`src/pkg/cwm_map.svh`:
```
// Constants for the window command mailbox: addresses, counts, status fields, timing
`ifndef CWM_MAP_SVH
`define CWM_MAP_SVH
`define CWM_PARAM_COUNT 5
`define CWM_REQ_OFFSET 16'h03E8
`define CWM_EXEC_POINT 16'h03F1
`define CWM_STATUS_EXEC_POINT 16'h03E1
`define CWM_PULSE_WINDOWS 2'h3
`define CWM_ST_READY 0
`define CWM_ST_BUSY 1
`define CWM_ST_DONE 2
`define CWM_ST_TMO 3
`define CWM_TIMEOUT_S 5
`define CWM_CLK_HZ 100000000
`define CWM_TIMEOUT_CYC (`CWM_TIMEOUT_S * `CWM_CLK_HZ)
`define CWM_WIN_MAX_CYC 64
`define CWM_CAP_DONE 2'h3
`define CWM_CAP_TAKE 2'h2
`endif

```
`src/pkg/cwm_pkg.sv`:
```
// Types shared by both ends of the window command mailbox
`include "cwm_map.svh"
package cwm_pkg;
   typedef logic [15:0] cwm_word_t;
   typedef cwm_word_t [`CWM_PARAM_COUNT-1:0] cwm_params_t;
   typedef enum logic [6:0] {
      CWM_D_IDLE  = 7'h01,
      CWM_D_ID    = 7'h02,
      CWM_D_RDCMD = 7'h04,
      CWM_D_RDPAR = 7'h08,
      CWM_D_ACK   = 7'h10,
      CWM_D_STAT  = 7'h20,
      CWM_D_DONE  = 7'h40
   } cwm_dstate_t;
   typedef enum logic [2:0] {
      CWM_H_IDLE  = 3'h1,
      CWM_H_OPEN  = 3'h2,
      CWM_H_CLOSE = 3'h4
   } cwm_hstate_t;
endpackage

```
`src/pkg/cwm_link_if.sv`:
```
// Backplane window link between processor end and module end
interface cwm_link_if;
   // Processor to module
   logic win_open;
   logic host_ack;
   logic [15:0] host_rdata;
   logic [15:0] cpu_id;
   logic [15:0] reg_size;
   logic [15:0] logic_size;
   // Module to processor
   logic dev_req;
   logic dev_we;
   logic dev_space;
   logic [15:0] dev_addr;
   logic [15:0] dev_wdata;
   logic dev_done;
   logic dev_fault;
   modport dev (input win_open, host_ack, host_rdata, cpu_id, reg_size, logic_size,
                output dev_req, dev_we, dev_space, dev_addr, dev_wdata, dev_done, dev_fault);
   modport cpu (output win_open, host_ack, host_rdata, cpu_id, reg_size, logic_size,
                input dev_req, dev_we, dev_space, dev_addr, dev_wdata, dev_done, dev_fault);
endinterface

```
`src/hdl/cwm_dev_end.sv`:
```
// Module end of the window command mailbox
// What this block and the processor end do
// - No serial work before first window seen
// - Abort serial link after 5 s windowless
// - Request operand equals first point plus 1000
// - Fault output on only if window faulted
// - Pulse link indicator per good window
// - Command register number equals first point
// - Request operand register differs from command register
// - Zero command register after reading parameters
// - Status shows command busy and completed
// - Request mode: status at own points
// - Executive mode: status at point 993
// - Pulsed status bits last three windows
// - Executive mode when addressed at 1009
// - Executive windows continue while processor stopped
// - Processor grants windows each scan in executive mode, otherwise only on a valid request
// - Poll command between exchanges and idle
// - Zero command means no command
`include "cwm_map.svh"
module cwm_dev_end #(
   parameter int unsigned TIMEOUT_CYC = `CWM_TIMEOUT_CYC
) (
   // Clock, reset, enable
   input wire logic i_clk,
   input wire logic i_rst,
   input wire logic i_ce,
   // Backplane link
   cwm_link_if.dev lnk,
   // Address strap
   input wire logic [15:0] i_base_point,
   // Serial engine
   input wire logic i_serial_busy,
   input wire logic i_xfer_wait,
   input wire logic i_cmd_done,
   input wire logic i_serial_fault,
   output logic o_link_enable,
   output logic o_cmd_valid,
   output cwm_pkg::cwm_word_t o_cmd_num,
   output cwm_pkg::cwm_params_t o_cmd_params,
   output logic o_link_abort,
   // Indicator and host identity
   output logic o_host_link_indicator,
   output cwm_pkg::cwm_word_t o_cpu_id,
   output cwm_pkg::cwm_word_t o_reg_size,
   output cwm_pkg::cwm_word_t o_logic_size
);
   import cwm_pkg::*;

   localparam int unsigned NPULSE = 2;

   logic [15:0] bp_s1_reg, bp_s2_reg, base_reg, base_next;
   logic [1:0] cap_reg, cap_next;
   cwm_dstate_t st_reg, st_next;
   logic req_reg, req_next, we_reg, we_next, sp_reg, sp_next;
   logic [15:0] addr_reg, addr_next, wdata_reg, wdata_next;
   logic done_reg, done_next, fault_reg, fault_next;
   logic seen_reg, seen_next, busy_reg, busy_next;
   logic [2:0] pidx_reg, pidx_next;
   logic valid_reg, valid_next, ind_reg, ind_next;
   cwm_word_t num_reg, num_next, id_reg, id_next, rsz_reg, rsz_next, lsz_reg, lsz_next;
   cwm_params_t par_reg, par_next;
   logic [31:0] tmo_reg, tmo_next;
   logic abort_reg, abort_next;
   logic stat_wr;
   logic [NPULSE-1:0] pset, pbit;
   logic exec_mode;
   logic [15:0] stat_point;
   logic [7:0] stat_byte;

   // Strap passes two flops; only the second is read
   always_ff @(posedge i_clk or posedge i_rst) begin
      if (i_rst) begin
         bp_s1_reg <= 16'h0000;
         bp_s2_reg <= 16'h0000;
      end else if (i_ce) begin
         bp_s1_reg <= i_base_point;
         bp_s2_reg <= bp_s1_reg;
      end
   end

   // Strap caught once, after the synchroniser has filled
   always_comb begin
      cap_next = cap_reg;
      base_next = base_reg;
      if (cap_reg != `CWM_CAP_DONE) begin
         cap_next = cap_reg + 2'h1;
      end
      if (cap_reg == `CWM_CAP_TAKE) begin
         base_next = bp_s2_reg;
      end
   end

   always_ff @(posedge i_clk or posedge i_rst) begin
      if (i_rst) begin
         cap_reg <= 2'h0;
         base_reg <= 16'h0000;
      end else if (i_ce) begin
         cap_reg <= cap_next;
         base_reg <= base_next;
      end
   end

   assign exec_mode = (base_reg == `CWM_EXEC_POINT);
   assign stat_point = exec_mode ? `CWM_STATUS_EXEC_POINT : base_reg;

   always_comb begin
      stat_byte = 8'h00;
      stat_byte[`CWM_ST_READY] = seen_reg;
      stat_byte[`CWM_ST_BUSY] = busy_reg;
      stat_byte[`CWM_ST_DONE] = pbit[0];
      stat_byte[`CWM_ST_TMO] = pbit[1];
   end

   // Window sequencer
   always_comb begin
      st_next = st_reg;
      req_next = req_reg;
      we_next = we_reg;
      sp_next = sp_reg;
      addr_next = addr_reg;
      wdata_next = wdata_reg;
      done_next = done_reg;
      fault_next = fault_reg;
      seen_next = seen_reg;
      busy_next = busy_reg;
      pidx_next = pidx_reg;
      num_next = num_reg;
      par_next = par_reg;
      id_next = id_reg;
      rsz_next = rsz_reg;
      lsz_next = lsz_reg;
      valid_next = 1'b0;
      ind_next = 1'b0;
      stat_wr = 1'b0;
      if (i_cmd_done) begin
         busy_next = 1'b0;
      end
      if (i_serial_fault) begin
         fault_next = 1'b1;
      end
      unique case (st_reg)
         CWM_D_IDLE: begin
            if (lnk.win_open && cap_reg == `CWM_CAP_DONE) begin
               st_next = seen_reg ? CWM_D_RDCMD : CWM_D_ID;
            end
         end
         CWM_D_ID: begin
            id_next = lnk.cpu_id;
            rsz_next = lnk.reg_size;
            lsz_next = lnk.logic_size;
            seen_next = 1'b1;
            st_next = CWM_D_RDCMD;
         end
         CWM_D_RDCMD: begin
            if (i_serial_busy || busy_reg) begin
               st_next = CWM_D_STAT;
            end else if (!req_reg && !lnk.host_ack) begin
               req_next = 1'b1;
               we_next = 1'b0;
               sp_next = 1'b0;
               addr_next = base_reg;
            end else if (lnk.host_ack) begin
               req_next = 1'b0;
               pidx_next = 3'h0;
               if (lnk.host_rdata == 16'h0000) begin
                  st_next = CWM_D_STAT;
               end else begin
                  num_next = lnk.host_rdata;
                  st_next = CWM_D_RDPAR;
               end
            end
         end
         CWM_D_RDPAR: begin
            if (!req_reg && !lnk.host_ack) begin
               req_next = 1'b1;
               addr_next = base_reg + 16'h0001 + {13'h0000, pidx_reg};
            end else if (lnk.host_ack) begin
               req_next = 1'b0;
               par_next[pidx_reg] = lnk.host_rdata;
               pidx_next = pidx_reg + 3'h1;
               if (pidx_reg == 3'(`CWM_PARAM_COUNT - 1)) begin
                  st_next = CWM_D_ACK;
               end
            end
         end
         CWM_D_ACK: begin
            if (!req_reg && !lnk.host_ack) begin
               req_next = 1'b1;
               we_next = 1'b1;
               addr_next = base_reg;
               wdata_next = 16'h0000;
            end else if (lnk.host_ack) begin
               req_next = 1'b0;
               valid_next = 1'b1;
               busy_next = 1'b1;
               st_next = CWM_D_STAT;
            end
         end
         CWM_D_STAT: begin
            if (!req_reg && !lnk.host_ack) begin
               req_next = 1'b1;
               we_next = 1'b1;
               sp_next = 1'b1;
               addr_next = stat_point;
               wdata_next = {8'h00, stat_byte};
            end else if (lnk.host_ack) begin
               req_next = 1'b0;
               sp_next = 1'b0;
               stat_wr = 1'b1;
               done_next = 1'b1;
               st_next = CWM_D_DONE;
            end
         end
         CWM_D_DONE: begin
            if (!lnk.win_open) begin
               done_next = 1'b0;
               ind_next = !fault_reg;
               // Set wins: a fault in the closing cycle goes to the next window
               fault_next = i_serial_fault;
               st_next = CWM_D_IDLE;
            end
         end
      endcase
      // window gone: drop access at once
      if (!lnk.win_open && st_reg != CWM_D_IDLE && st_reg != CWM_D_DONE) begin
         req_next = 1'b0;
         done_next = 1'b0;
         fault_next = i_serial_fault;
         st_next = CWM_D_IDLE;
      end
   end

   always_ff @(posedge i_clk or posedge i_rst) begin
      if (i_rst) begin
         st_reg <= CWM_D_IDLE;
         req_reg <= 1'b0;
         we_reg <= 1'b0;
         sp_reg <= 1'b0;
         addr_reg <= 16'h0000;
         wdata_reg <= 16'h0000;
         done_reg <= 1'b0;
         fault_reg <= 1'b0;
         seen_reg <= 1'b0;
         busy_reg <= 1'b0;
         pidx_reg <= 3'h0;
         num_reg <= 16'h0000;
         par_reg <= '0;
         id_reg <= 16'h0000;
         rsz_reg <= 16'h0000;
         lsz_reg <= 16'h0000;
         valid_reg <= 1'b0;
         ind_reg <= 1'b0;
      end else if (i_ce) begin
         st_reg <= st_next;
         req_reg <= req_next;
         we_reg <= we_next;
         sp_reg <= sp_next;
         addr_reg <= addr_next;
         wdata_reg <= wdata_next;
         done_reg <= done_next;
         fault_reg <= fault_next;
         seen_reg <= seen_next;
         busy_reg <= busy_next;
         pidx_reg <= pidx_next;
         num_reg <= num_next;
         par_reg <= par_next;
         id_reg <= id_next;
         rsz_reg <= rsz_next;
         lsz_reg <= lsz_next;
         valid_reg <= valid_next;
         ind_reg <= ind_next;
      end
   end

   // window wait timer, cleared by any window
   always_comb begin
      tmo_next = tmo_reg;
      abort_next = 1'b0;
      if (!i_xfer_wait || lnk.win_open) begin
         tmo_next = 32'h0000_0000;
      end else if (tmo_reg == 32'(TIMEOUT_CYC - 1)) begin
         tmo_next = 32'h0000_0000;
         abort_next = 1'b1;
      end else begin
         tmo_next = tmo_reg + 32'h0000_0001;
      end
   end

   always_ff @(posedge i_clk or posedge i_rst) begin
      if (i_rst) begin
         tmo_reg <= 32'h0000_0000;
         abort_reg <= 1'b0;
      end else if (i_ce) begin
         tmo_reg <= tmo_next;
         abort_reg <= abort_next;
      end
   end

   // Pulsed status events: done and timeout
   assign pset[0] = i_cmd_done;
   assign pset[1] = abort_reg;

   // each pulsed bit shown in three status writes
   for (genvar g = 0; g < NPULSE; g++) begin : g_pulse
      logic [1:0] left_reg, left_next;
      always_comb begin
         left_next = left_reg;
         if (stat_wr && left_reg != 2'h0) begin
            left_next = left_reg - 2'h1;
         end
         // Set wins over the window countdown
         if (pset[g]) begin
            left_next = `CWM_PULSE_WINDOWS;
         end
      end
      always_ff @(posedge i_clk or posedge i_rst) begin
         if (i_rst) begin
            left_reg <= 2'h0;
         end else if (i_ce) begin
            left_reg <= left_next;
         end
      end
      assign pbit[g] = (left_reg != 2'h0);
   end

   // Link outputs, all from flops
   assign lnk.dev_req = req_reg;
   assign lnk.dev_we = we_reg;
   assign lnk.dev_space = sp_reg;
   assign lnk.dev_addr = addr_reg;
   assign lnk.dev_wdata = wdata_reg;
   assign lnk.dev_done = done_reg;
   assign lnk.dev_fault = fault_reg;
   // serial side enabled only after first window
   assign o_link_enable = seen_reg;
   assign o_cmd_valid = valid_reg;
   assign o_cmd_num = num_reg;
   assign o_cmd_params = par_reg;
   assign o_link_abort = abort_reg;
   assign o_host_link_indicator = ind_reg;
   assign o_cpu_id = id_reg;
   assign o_reg_size = rsz_reg;
   assign o_logic_size = lsz_reg;
endmodule

```
`src/flat_wrapper.sv`:
```
// flat-port wrapper written by rule: the top's interface ports become plain ports
module cwm_dev_end_flat import cwm_pkg::*;
#(
   parameter int unsigned TIMEOUT_CYC = `CWM_TIMEOUT_CYC
)
  (i_clk, i_rst, i_ce, i_base_point, i_serial_busy, i_xfer_wait, i_cmd_done, i_serial_fault, o_link_enable, o_cmd_valid, o_cmd_num, o_cmd_params, o_link_abort, o_host_link_indicator, o_cpu_id, o_reg_size, o_logic_size, lnk_win_open, lnk_host_ack, lnk_host_rdata, lnk_cpu_id, lnk_reg_size, lnk_logic_size, lnk_dev_req, lnk_dev_we, lnk_dev_space, lnk_dev_addr, lnk_dev_wdata, lnk_dev_done, lnk_dev_fault);
  cwm_link_if lnk_i ();
  input wire logic i_clk;
  input wire logic i_rst;
  input wire logic i_ce;
  input wire logic [15:0] i_base_point;
  input wire logic i_serial_busy;
  input wire logic i_xfer_wait;
  input wire logic i_cmd_done;
  input wire logic i_serial_fault;
  output logic o_link_enable;
  output logic o_cmd_valid;
  output cwm_pkg::cwm_word_t o_cmd_num;
  output cwm_pkg::cwm_params_t o_cmd_params;
  output logic o_link_abort;
  output logic o_host_link_indicator;
  output cwm_pkg::cwm_word_t o_cpu_id;
  output cwm_pkg::cwm_word_t o_reg_size;
  output cwm_pkg::cwm_word_t o_logic_size;
  input wire logic [$bits(lnk_i.win_open)-1:0] lnk_win_open;
  input wire logic [$bits(lnk_i.host_ack)-1:0] lnk_host_ack;
  input wire logic [$bits(lnk_i.host_rdata)-1:0] lnk_host_rdata;
  input wire logic [$bits(lnk_i.cpu_id)-1:0] lnk_cpu_id;
  input wire logic [$bits(lnk_i.reg_size)-1:0] lnk_reg_size;
  input wire logic [$bits(lnk_i.logic_size)-1:0] lnk_logic_size;
  output wire logic [$bits(lnk_i.dev_req)-1:0] lnk_dev_req;
  output wire logic [$bits(lnk_i.dev_we)-1:0] lnk_dev_we;
  output wire logic [$bits(lnk_i.dev_space)-1:0] lnk_dev_space;
  output wire logic [$bits(lnk_i.dev_addr)-1:0] lnk_dev_addr;
  output wire logic [$bits(lnk_i.dev_wdata)-1:0] lnk_dev_wdata;
  output wire logic [$bits(lnk_i.dev_done)-1:0] lnk_dev_done;
  output wire logic [$bits(lnk_i.dev_fault)-1:0] lnk_dev_fault;
  assign lnk_i.win_open = lnk_win_open;
  assign lnk_i.host_ack = lnk_host_ack;
  assign lnk_i.host_rdata = lnk_host_rdata;
  assign lnk_i.cpu_id = lnk_cpu_id;
  assign lnk_i.reg_size = lnk_reg_size;
  assign lnk_i.logic_size = lnk_logic_size;
  assign lnk_dev_req = lnk_i.dev_req;
  assign lnk_dev_we = lnk_i.dev_we;
  assign lnk_dev_space = lnk_i.dev_space;
  assign lnk_dev_addr = lnk_i.dev_addr;
  assign lnk_dev_wdata = lnk_i.dev_wdata;
  assign lnk_dev_done = lnk_i.dev_done;
  assign lnk_dev_fault = lnk_i.dev_fault;
  cwm_dev_end #(.TIMEOUT_CYC(TIMEOUT_CYC)) u_core (.i_clk(i_clk), .i_rst(i_rst), .i_ce(i_ce), .lnk(lnk_i), .i_base_point(i_base_point), .i_serial_busy(i_serial_busy), .i_xfer_wait(i_xfer_wait), .i_cmd_done(i_cmd_done), .i_serial_fault(i_serial_fault), .o_link_enable(o_link_enable), .o_cmd_valid(o_cmd_valid), .o_cmd_num(o_cmd_num), .o_cmd_params(o_cmd_params), .o_link_abort(o_link_abort), .o_host_link_indicator(o_host_link_indicator), .o_cpu_id(o_cpu_id), .o_reg_size(o_reg_size), .o_logic_size(o_logic_size));
endmodule
```
`config.mk`:
```
export PLATFORM = sky130hd
export DESIGN_NAME = cwm_dev_end_flat
export DESIGN_NICKNAME = d
export VERILOG_FILES = /design/src/pkg/cwm_pkg.sv /design/src/pkg/cwm_link_if.sv /design/src/hdl/cwm_dev_end.sv /design/src/flat_wrapper.sv
export VERILOG_INCLUDE_DIRS = /design/src /design/src/pkg
export SDC_FILE = /design/constraint.sdc
export NUM_CORES = 1
export LEC_CHECK = 0
export BUFFER_PORTS_ARGS = -buffer_cell sky130_fd_sc_hd__buf_2
export CAP_MARGIN = 40
export CORE_MARGIN = 2
export CORE_UTILIZATION = 45
export DETAILED_ROUTE_END_ITERATION = 6
export PLACE_DENSITY = 0.69
export SYNTH_ARGS = -nofsm -noshare
export SYNTH_HDL_FRONTEND = slang
export SYNTH_SLANG_ARGS = --single-unit
export TNS_END_PERCENT = 30
```
`constraint.sdc`:
```
create_clock -name i_clk -period 8.73 [get_ports i_clk]
set_clock_uncertainty 0.05 [all_clocks]
set_input_delay 0 -clock i_clk [delete_from_list [all_inputs] [get_ports i_clk]]
set_output_delay 0 -clock i_clk [all_outputs]
set_load 0.02 [all_outputs]
```
==> results_dict.tcl <==
set metrics [dict create \
    outcome "complete, no violations" \
    via_per_inst 5.20 \
    antennaDiodeCount 0 \
    rsz0062_at_grt "no" \
    num_io_pins 274 \
    ys_ff_latch 270 \
    firstDrtPassIters 4 \
    p_leak_uw 0.00758 \
    die_w_um 165 \
    overflow 0 \
    die-area_mm2 0.0272 \
    required_ps 9110 \
    synth_warnings 0 \
    port_buffers 261 \
    fin_nets 1369 \
    hold_path.startpoint "i_ce" \
    netlist_instances 913 \
    reg2reg_depth 5 \
    vias 8412 \
    initial_core_util 0.461 \
    ant_nets 0 \
    drv_cap 0 \
    cts-resized-gates 0 \
    layout_commonest_cell "dfrtp_1" \
    avgSynthCellArea_um2 12.7 \
    final_cell_mix "dfrtp_1 (269), buf_2 (264), mux2_2 (181), dlygate4sd3_1 (89), nand2_1 (59)" \
    cts_tree "built" \
    gp_congestion 0.863 \
    cts.sinks 270 \
    start_kind "flop" \
    syn_to_final_growth_pct 31.1 \
    die_h_um 165 \
    fin_crit_sh 0.337 \
    largest_reg_flops 80 \
    clockRootBuffer "clkbuf_16" \
    min_path_type "primary input to flop" \
    wirelength_um 28500 \
    antenna_found_initial 0 \
    final_hold_viol_count 0 \
    grt_first_pass_wirelength_um 45200 \
    startpoint "u_core.st_reg[1]" \
    cts.clk_slew.worst_paths_ps 60 \
    grt_pass1_vias 8696 \
    synth-seq-area-share 0.581 \
    period_minus_slack_ps 2940 \
    drive_gt1_frac 0.414 \
    clock_path_buffers 3 \
    fin_ws_ps 5790 \
    syn_area_mm2 0.0116 \
    critPathCaptureType "flop" \
    power.density_mw_per_mm2 293 \
    cp_max_fo 16 \
    wl_per_cell_um 17.6 \
    clkLatencyLatePin_ps 550 \
    hold_buffers 89 \
    core_mm2 0.0253 \
    fmax_ghz 0.340 \
    ir_drop_v 0.000195 \
    cts_setup_buffers 0 \
    fillCellCount 2047 \
    arrival_ps 3320 \
    grt.total_usage 0.208 \
    worstSetupPathType "flop to flop" \
    cts_buffers 29 \
    synth_flop_cell "dfrtp_1" \
    grt_max_degree 96 \
    design_area_mm2 0.0153 \
    place_ws_ps 5770 \
    timing.rr.start "u_core.st_reg[1]" \
    place_area_mm2 0.0134 \
    drc 0 \
    setup_violations 0 \
    rows 58 \
    dp_hpwl_um 19300 \
    fin_setup_tns_ps 0 \
    synthArstFlopShare 1.00 \
    synth_cell_types 62 \
    tightestPinTransition_ps 824 \
    drt_iter0_drc 391 \
    ctsHtreeMaxLevel 1 \
    relSlewSlack 0.449 \
    synth-edff-count 0 \
    final_max_slew_viol_count 0 \
    holdPathStages 3 \
]
## cell usage after synthesis, types with 2 or more instances
cell       instances  area, um^2
o211ai_1           5        37.5
a22oi_1            3        22.5
nor2_1            49         184
nor3_1            19        95.1
or3_1              3        18.8
nand2b_1           7        43.8
ha_1              10         125
nand3_1           30         150
buf_4             14         105
dfrtp_1          269        6730
xor2_1            28         245
nor4b_1            3        26.3
or4b_2             2        20.0
clkbuf_1          30         113
nor2b_1            4        25.0
nor4_1            17         106
nand3b_1           3        22.5
a31oi_1            6        37.5
buf_2              7        35.0
inv_1             17        63.8
o2bb2ai_1          6        52.6
and4_1             3        26.3
o21ai_0           29         145
or2_2              4        25.0
a21o_1             2        15.0
a41o_1             2        20.0
nor3b_1            3        22.5
mux2_2           181        2040
and3_1             4        25.0
o41ai_1            3        26.3
a22o_1             5        43.8
xnor2_1           14         123
o31a_1             2        17.5
nand4_1           21         131
o31ai_1            4        30.0
nand2_2            2        12.5
nand2_1           60         225
mux2_4            10         150
mux2i_1            3        30.0
a21oi_1            7        35.0
## final timing paths
path                       slack [ps]                            end
min reg2reg                       420  u_core.g_pulse[0].left_reg[0]
max                              5790        u_core.o_cmd_params[64]
max in group asynchronous        6720               u_core.st_reg[0]
min                                70           u_core.lnk.dev_space
min in group asynchronous         530            u_core.o_cmd_num[9]
max reg2reg                      5790        u_core.o_cmd_params[64]
## worst max-delay path, cell delays in order, from the launching register on
cell,delay (ps)
dfrtp_1,440
or4_1,710
nor3_4,420
and3_1,330
nand4_4,420
mux2_4,450
## metal layers
metal  part of all wire  track usage  wire [um]  up-vias
li1                   -            -          -     3961
met5                  0            0          0        -
met4              0.036       0.0723       1020        0
met3              0.048       0.0326       1380       63
met1               0.43        0.273      12200     4135
met2               0.49        0.350      13900      253
## stage by stage
| step | instances | power (uW) | util | hold WS (ps) |
|---|---|---|---|---|
| 6_report | 1619 | 4460 | 0.604 | 68.6 |
| 3_3_place_gp | 1468 | 3100 | 0.522 | 181 |
| 4_1_cts | 1619 | 4500 | 0.604 | 55.2 |
| 2_1_floorplan | 924 | 2680 | - | 45.9 |
| 5_1_grt | 1619 | 4700 | 0.604 | 110 |
| 3_5_place_dp | 1479 | 3160 | 0.529 | -70.3 |
## cell type report
cell class | count | area [um^2] | share of cell area
Multi-Input combinational cell | 583 | 4600 | 0.301
Clock buffer | 38 | 830 | 0.0544
Timing Repair Buffer | 367 | 2400 | 0.158
Sequential cell | 270 | 6760 | 0.443
Inverter | 18 | 75.1 | 0.00492
Clock inverter | 13 | 183 | 0.0120
Tap cell | 330 | 413 | 0.0271
## report_power, final
part | switching [uW] | leakage (uW) | internal, uW
clock | 498 | 0.000500 | 785
sequential | 240 | 0.00351 | 1580
combinational | 791 | 0.00357 | 574
## cells by family (layout without fill, tap and decap cells)
logic type	Yosys count	count (layout)	synth area share
adder cells (fa/ha/maj)	11	11	0.0125
other	1	12	0.000322
AND/OR/NAND/NOR	240	240	0.106
AO/OA/AOI/OAI	83	83	0.0486
buffers and inverters	71	436	0.0288
multiplexers	195	195	0.192
flip-flops	270	270	0.581
XOR/XNOR	42	42	0.0316
Note: power is estimated with default switching activity, not from simulation.
